`src/qrtb_params.svh`:
```
// Constants for the quad retimer with bypass
`ifndef QRTB_PARAMS_SVH
`define QRTB_PARAMS_SVH
`define QRTB_NUM_CH 4
`define QRTB_CH_RST 4'h0
`define QRTB_STB_RST 1'b0
`define QRTB_SEL_ASYNC 1'b1
`define QRTB_SEL_SYNC 1'b0
`endif

```
`src/qrtb_pkg.sv`:
```
// Types for the quad retimer with bypass
`include "qrtb_params.svh"
package qrtb_pkg;
	typedef logic [`QRTB_NUM_CH-1:0] qrtb_lanes_t;
	typedef struct packed {
		logic mode_async;
		logic out_en;
	} qrtb_ctrl_t;
	typedef enum logic [0:0] {
		QRTB_MODE_SYNC = 1'b0,
		QRTB_MODE_ASYNC = 1'b1
	} qrtb_mode_t;
endpackage

```
`src/qrtb_core.sv`:
```
// Quad channel retimer with bypass and output gate
// Summary of operation
// RULE1: Sync mode: strobe rise moves sources to outputs
// RULE2: All four channels capture on same edge
// RULE3: Async mode: outputs follow sources one clock later, bypassing lane flops
// RULE4: Async mode ignores the capture strobe
// RULE5: Driver holds strobe steady in async mode
// RULE6: Gate high enables outputs per mode
// RULE7: Gate low forces all outputs low
// RULE8: Gate low ignores strobe, mode, sources
// RULE9: Outputs never invert source polarity
// RULE10: Channel flops reset to zero before first capture
`timescale 1ns/1ps
`include "qrtb_params.svh"
module qrtb_core
	import qrtb_pkg::*;
(
	input wire logic I_CORE_CLK,
	input wire logic I_RST_N,
	input wire qrtb_lanes_t I_CH_SRC,
	input wire logic I_CAP_STROBE,
	input wire qrtb_ctrl_t I_CTRL,
	output qrtb_lanes_t O_CH_DRV,
	output logic O_CAP_EVENT
);
	logic strobe_ff;
	logic cap_ok;
	qrtb_mode_t mode;
	qrtb_lanes_t lanes_ff;
	qrtb_lanes_t sel_data;
	qrtb_lanes_t nxt_drv;
	logic [`QRTB_NUM_CH-1:0] nxt_lanes;

	assign mode = qrtb_mode_t'(I_CTRL.mode_async);

	// Strobe history for rising-edge detection
	always_ff @(posedge I_CORE_CLK or negedge I_RST_N) begin
		if (!I_RST_N) begin
			strobe_ff <= `QRTB_STB_RST;
		end else begin
			strobe_ff <= I_CAP_STROBE;
		end
	end

	// Capture only in sync mode with gate open
	assign cap_ok = I_CAP_STROBE && !strobe_ff && I_CTRL.out_en &&
		(mode == QRTB_MODE_SYNC); // see RULE1 see RULE4 see RULE8
	assign O_CAP_EVENT = cap_ok;

	// Next lane value per channel, shared capture enable
	genvar g;
	generate
		for (g = 0; g < `QRTB_NUM_CH; g++) begin : g_lane
			assign nxt_lanes[g] = cap_ok ? I_CH_SRC[g] : lanes_ff[g]; // see RULE2
		end
	endgenerate

	// Lane flops, all channels load on one edge
	always_ff @(posedge I_CORE_CLK or negedge I_RST_N) begin
		if (!I_RST_N) begin
			lanes_ff <= `QRTB_CH_RST; // see RULE10
		end else begin
			lanes_ff <= nxt_lanes; // see RULE2
		end
	end

	// Mode mux and output gate, no inversion
	always_comb begin
		case (mode)
			QRTB_MODE_ASYNC: sel_data = I_CH_SRC; // see RULE3 see RULE9
			QRTB_MODE_SYNC: sel_data = lanes_ff; // see RULE1
			default: sel_data = lanes_ff;
		endcase
		nxt_drv = I_CTRL.out_en ? sel_data : `QRTB_CH_RST; // see RULE6 see RULE7
	end

	// Output register
	always_ff @(posedge I_CORE_CLK or negedge I_RST_N) begin
		if (!I_RST_N) begin
			O_CH_DRV <= `QRTB_CH_RST;
		end else begin
			O_CH_DRV <= nxt_drv;
		end
	end

	// Per channel polarity and gating
	generate
		for (g = 0; g < `QRTB_NUM_CH; g++) begin : g_lane_chk

		end
	endgenerate
endmodule // qrtb_core

```
`config.mk`:
```
export PLATFORM = sky130hd
export DESIGN_NAME = qrtb_core
export DESIGN_NICKNAME = d
export VERILOG_FILES = /design/src/qrtb_pkg.sv /design/src/qrtb_core.sv
export VERILOG_INCLUDE_DIRS = /design/src
export SDC_FILE = /design/constraint.sdc
export NUM_CORES = 1
export LEC_CHECK = 0
export BUFFER_PORTS_ARGS = -buffer_cell sky130_fd_sc_hd__buf_2
export CORE_AREA = 2 2 39 41
export CTS_CLUSTER_DIAMETER = 40
export CTS_CLUSTER_SIZE = 14
export DETAILED_ROUTE_END_ITERATION = 16
export DIE_AREA = 0 0 41 43
export MAX_ROUTING_LAYER = met4
export SLEW_MARGIN = 10
export SYNTH_ARGS = -nofsm -noshare
export SYNTH_HDL_FRONTEND = slang
export SYNTH_SLANG_ARGS = --single-unit
```
`constraint.sdc`:
```
create_clock -name I_CORE_CLK -period 2.45 [get_ports I_CORE_CLK]
set_input_delay 0.3675 -clock I_CORE_CLK [delete_from_list [all_inputs] [get_ports I_CORE_CLK]]
set_output_delay 0.3675 -clock I_CORE_CLK [all_outputs]
set_load 0.02 [all_outputs]
```
# Word-level counts from Yosys, hierarchy flattened
# Cells that the tools add are included.
# Widths: inputs -> output; s select.
[word_totals]
ff_bits = 9
in_bits = 9
rom_bits = 0
elab_cells = 10
ram_bits = 0
mem_count = 0
latch_bits = 0
[op_classes]
multipliers = 0
mux = 2
order_cmp = 0
div_mod_pow = 0
reduce_logical = 4
n_shift = 0
add_sub_neg = 0
eq_ne = 0
bitwise = 1
[op_table]
columns = ["operator", "n"]
rows = [
  ["$pmux 4 s2", 1],
  ["$mux 4", 1],
  ["$logic_and 1x1->1", 3],
  ["$logic_not 1->1", 1],
  ["$not 1->1", 1],
]

# Depth between registers and ports, before layout
[depth]
word_depth = 4
mapped_depth = 4
ltp_nobuf = 2

# Least setup slack after synthesis
# OpenSTA, ideal clock, no wires.
[synth_timing]
kind = "input -> register"
start = "input port I_CTRL[1] (netlist bit)"
end = "register lanes_ff[0]"
t_arrival_ns = 1.228
cell_stages = 4
slack_ns = 1.097
t_required_ns = 2.325
setup_ns = 0.125
path_buffers = 2
cell_sequence = "buf_6 > nor4bb_4 > buf_6 > mux2_4"
[synth_between]
elab_chain_cells = 2
[synth_rtl]
columns = ["element", "line_no", "source"]
rows = [
  ["start, declared", "qrtb_core.sv:22", "input wire qrtb_ctrl_t I_CTRL,"],
  ["$not 1->1", "qrtb_core.sv:47", "(mode == QRTB_MODE_SYNC);"],
  ["$logic_and 1x1->1", "qrtb_core.sv:46", "assign cap_ok = I_CAP_STROBE && !strobe_ff && I_CTRL.out_en &&"],
  ["net O_CAP_EVENT", "qrtb_core.sv:24", "output logic O_CAP_EVENT"],
  ["end signal, assigned", "qrtb_core.sv:61", "lanes_ff <= `QRTB_CH_RST;"],
  ["end signal, assigned", "qrtb_core.sv:63", "lanes_ff <= nxt_lanes;"],
  ["end, declared", "qrtb_core.sv:29", "qrtb_lanes_t lanes_ff;"],
]
# The timed path passes the listed nets, and every way through them passes these cells.
# A chain may end at the register's enable or synchronous reset.

# Worst setup path after layout
[layout_timing]
start = "register strobe_ff"
end = "output port O_CAP_EVENT"
[layout_between]
elab_chain_cells = 4
[layout_rtl]
columns = ["element", "line_no", "source"]
rows = [
  ["start, declared", "qrtb_core.sv:26", "logic strobe_ff;"],
  ["start signal, assigned", "qrtb_core.sv:39", "strobe_ff <= `QRTB_STB_RST;"],
  ["$logic_not 1->1", "qrtb_core.sv:46", ""],
  ["$logic_and 1x1->1 (3 in series)", "qrtb_core.sv:46", ""],
  ["end, declared", "qrtb_core.sv:24", ""],
]
# Every way passes these cells.

==> results.toml <==
[drt]
drc_errors = 0
drt_first_pass_iters = 1
iter_0_drt_violations = 0
post_drt_via_cell_ratio = 3.964
wirelength_um = 634
detail-route-antenna-nets = 0
drt_wl_cell_um = 11.32
dr_total_vias = 222

[finish]
fin_nets = 50
fin_area_um2 = 496.7
num_antenna_cells = 0
stdcell_count = 56
fill_cell_total_of_the_finished_layout = 134
sequential_cell_area_um2 = 225.2
multi_input_combinational_cell_area_um2 = 150.1
area_growth_syn_to_layout_pct = 24.84
fraction_of_final_layout_cells_sized_beyond_drive_strength_1_pct = 52.50

[clocking]
worst_skew_pair.late_latency_ns = 0.25
ctsRootBufferMaster = "sky130_fd_sc_hd__clkbuf_4"
tritoncts_clock_tree = "built"
cts.sink_count = 9
cts_max_level = 1
clk_pin_slew_ns = 0.06
clk_path_buf_depth = 2
clock_buffers_created_by_tritoncts = 3
cts_repair_resize_count = 0

[worst_setup_path]
critPathLaunchType = "flip-flop"
worst_ep_arrival_time_ns = 1.37
crit_path_max_fanout = 5
crit_path_max_incr_delay_ns = 0.47
critPathSlowestCell = "sky130_fd_sc_hd__nor4bb_4"
timing.critical_path.required_ns = 2.08
timing.setup.critical_path_class = "reg2out"
endpoint_kind = "output port"
critical_path.cell_chain = "nor4bb_4 -> buf_2"

[grt]
grt.total_usage_pct = 9.647
grt_max_degree = 10
grt_pass1_wl_um = 1000
grt_remaining_overflow = 0
first_global_vias = 237
antenna_found_initial = 0

[timing]
fin_skew_ns = 0.001298
final_period_minus_worst_setup_slack_ns = 1.741
setup_viol = 0
transition_time_of_the_tightest_slew_check_pin_ns = 0.4600
rsz_0062_raised_after_global_routing = "false"
layout_worst_path_cycle_share_pct = 71.04
slew_headroom_pct = 69.29
timing_max_transition_violations_final = 0
final.setup.tns_ns = 0
final-hold-violation-count = 0
max_freq_mhz = 574.5
fin_ws_ns = 0.7095

[floorplanning]
initial_utilization_pct = 28.75
row_count = 14
floorplan.die.height_um = 43
core_um2 = 1384
die_width_um = 41
design.die.area_um2 = 1763
io-pin-count = 14

[place]
post_dp_cell_area_um2 = 460.4
placed_instances = 51
place_congestion = 0.6224
io_buffer_count = 13
post-place-ws_ns = 0.7884

[logic_synthesis]
synth_warnings = 0
yosys.area.top_type = "sky130_fd_sc_hd__dfrtp_1"
synth_top_cells_by_area = "sky130_fd_sc_hd__dfrtp_1 57%, sky130_fd_sc_hd__mux2_4 15%, sky130_fd_sc_hd__mux2i_1 10%, sky130_fd_sc_hd__nor2b_1 6.3%, sky130_fd_sc_hd__nor4bb_4 6.3%"
synth_area_per_cell_um2 = 16.58
synthCells = 24
yosys_register_bits = 9
sequential_fraction_of_the_synthesis_area_pct = 56.60
ys_types = 6
synthesis.area_um2 = 397.9
mappedNetlistNets = 33
synth_largest_type_area_fraction_pct = 56.60

[pwr]
peakVddDrop_mv = 0.2347
cellLeakagePower_nw = 0.2588
p_per_area_nw_per_um2 = 720.7

[job]
maxCapViolations = 0

[run_status]
run_status = "finished clean"

[hold_path]
hp-class = "in2reg"
[state kept, by name, summed over array words and instances (netlist names)]
| name | flops |
|---|---|
| O_CH_DRV | 4 |
| lanes_ff | 4 |
| strobe_ff | 1 |
[timing repair]
item                                    4_1_cts  5_1_grt
endpoints found under the hold margin         9        0
hold buffers                                  1        0
setup buffers                                 0        0
endpoints found under the setup margin        0        0
[cell usage after synthesis]
| master | number |
|---|---|
| sky130_fd_sc_hd__buf_6 | 2 |
| sky130_fd_sc_hd__dfrtp_1 | 9 |
| sky130_fd_sc_hd__mux2_4 | 4 |
| sky130_fd_sc_hd__mux2i_1 | 4 |
| sky130_fd_sc_hd__nor2b_1 | 4 |
| sky130_fd_sc_hd__nor4bb_4 | 1 |
[cell families after synthesis]
group,Yosys count,share of synthesized area (%)
simple gates,5,12.58
mux,8,25.16
buf+inv,2,5.660
flops,9,56.60
[final cells by class]
type | instances | area share (%)
sequential | 9 | 45.34
clock buffer | 4 | 5.290
multi-input combinational | 13 | 30.23
timing repair buffer | 14 | 15.11
tap | 16 | 4.030
[layout by cell type (no fill, tap or decap), drive strengths merged]
cell type,Yosys,layout
mux2,4,4
mux2i,4,4
buf,2,13
nor4bb,1,1
clkbuf,0,4
nor2b,4,4
dfrtp,9,9
dlygate4sd3,0,1
[final timing paths]
check,from,endpoint,slack [ns],cells after the start
max in group asynchronous,I_RST_N,lanes_ff[3],1.78,2
worst min register to register,lanes_ff[3],lanes_ff[3],0.51,1
min in group asynchronous,I_RST_N,O_CH_DRV[3],0.49,2
worst max register to register,strobe_ff,lanes_ff[2],1.12,2
worst max-delay path,strobe_ff,O_CAP_EVENT,0.71,2
worst min-delay path,I_CAP_STROBE,strobe_ff,0.24,1
[worst max-delay path, delay by kind of cell, from the launching register on]
kind / cells / cell delay (ns)
buf+inv: 1 / 0.25
flops: 1 / 0.40
simple gates: 1 / 0.47
[routing by layer]
metal | vias to the layer above | GRT usage [%] | part of all wire (%)
met5 | - | - | 0
met4 | 0 | 6.000 | 0
met3 | 0 | 6.283 | 7.9
met2 | 7 | 12.19 | 49
met1 | 101 | 10.89 | 43
li1 | 114 | - | -
[where the power goes]
group | total [W] | switching (W) | internal [W]
combinational | 0.0000691 | 0.0000301 | 0.0000390
clock | 0.000110 | 0.0000472 | 0.0000625
sequential | 0.000179 | 0.00000866 | 0.000171
total | 0.000358 | 0.0000859 | 0.000272
[metrics by stage]
stage	total power [W]	hold slack [ns]	util (%)
global placement	0.0002499	0.2288	33.27
detailed placement	0.0002501	0.2308	33.27
CTS	0.0003645	0.2401	35.90
global route	0.0003855	0.2290	35.90
floorplan	0.0002298	0.07191	-
finish	0.0003580	0.2417	35.90
No activity file was read; power rests on OpenSTA's default activity.
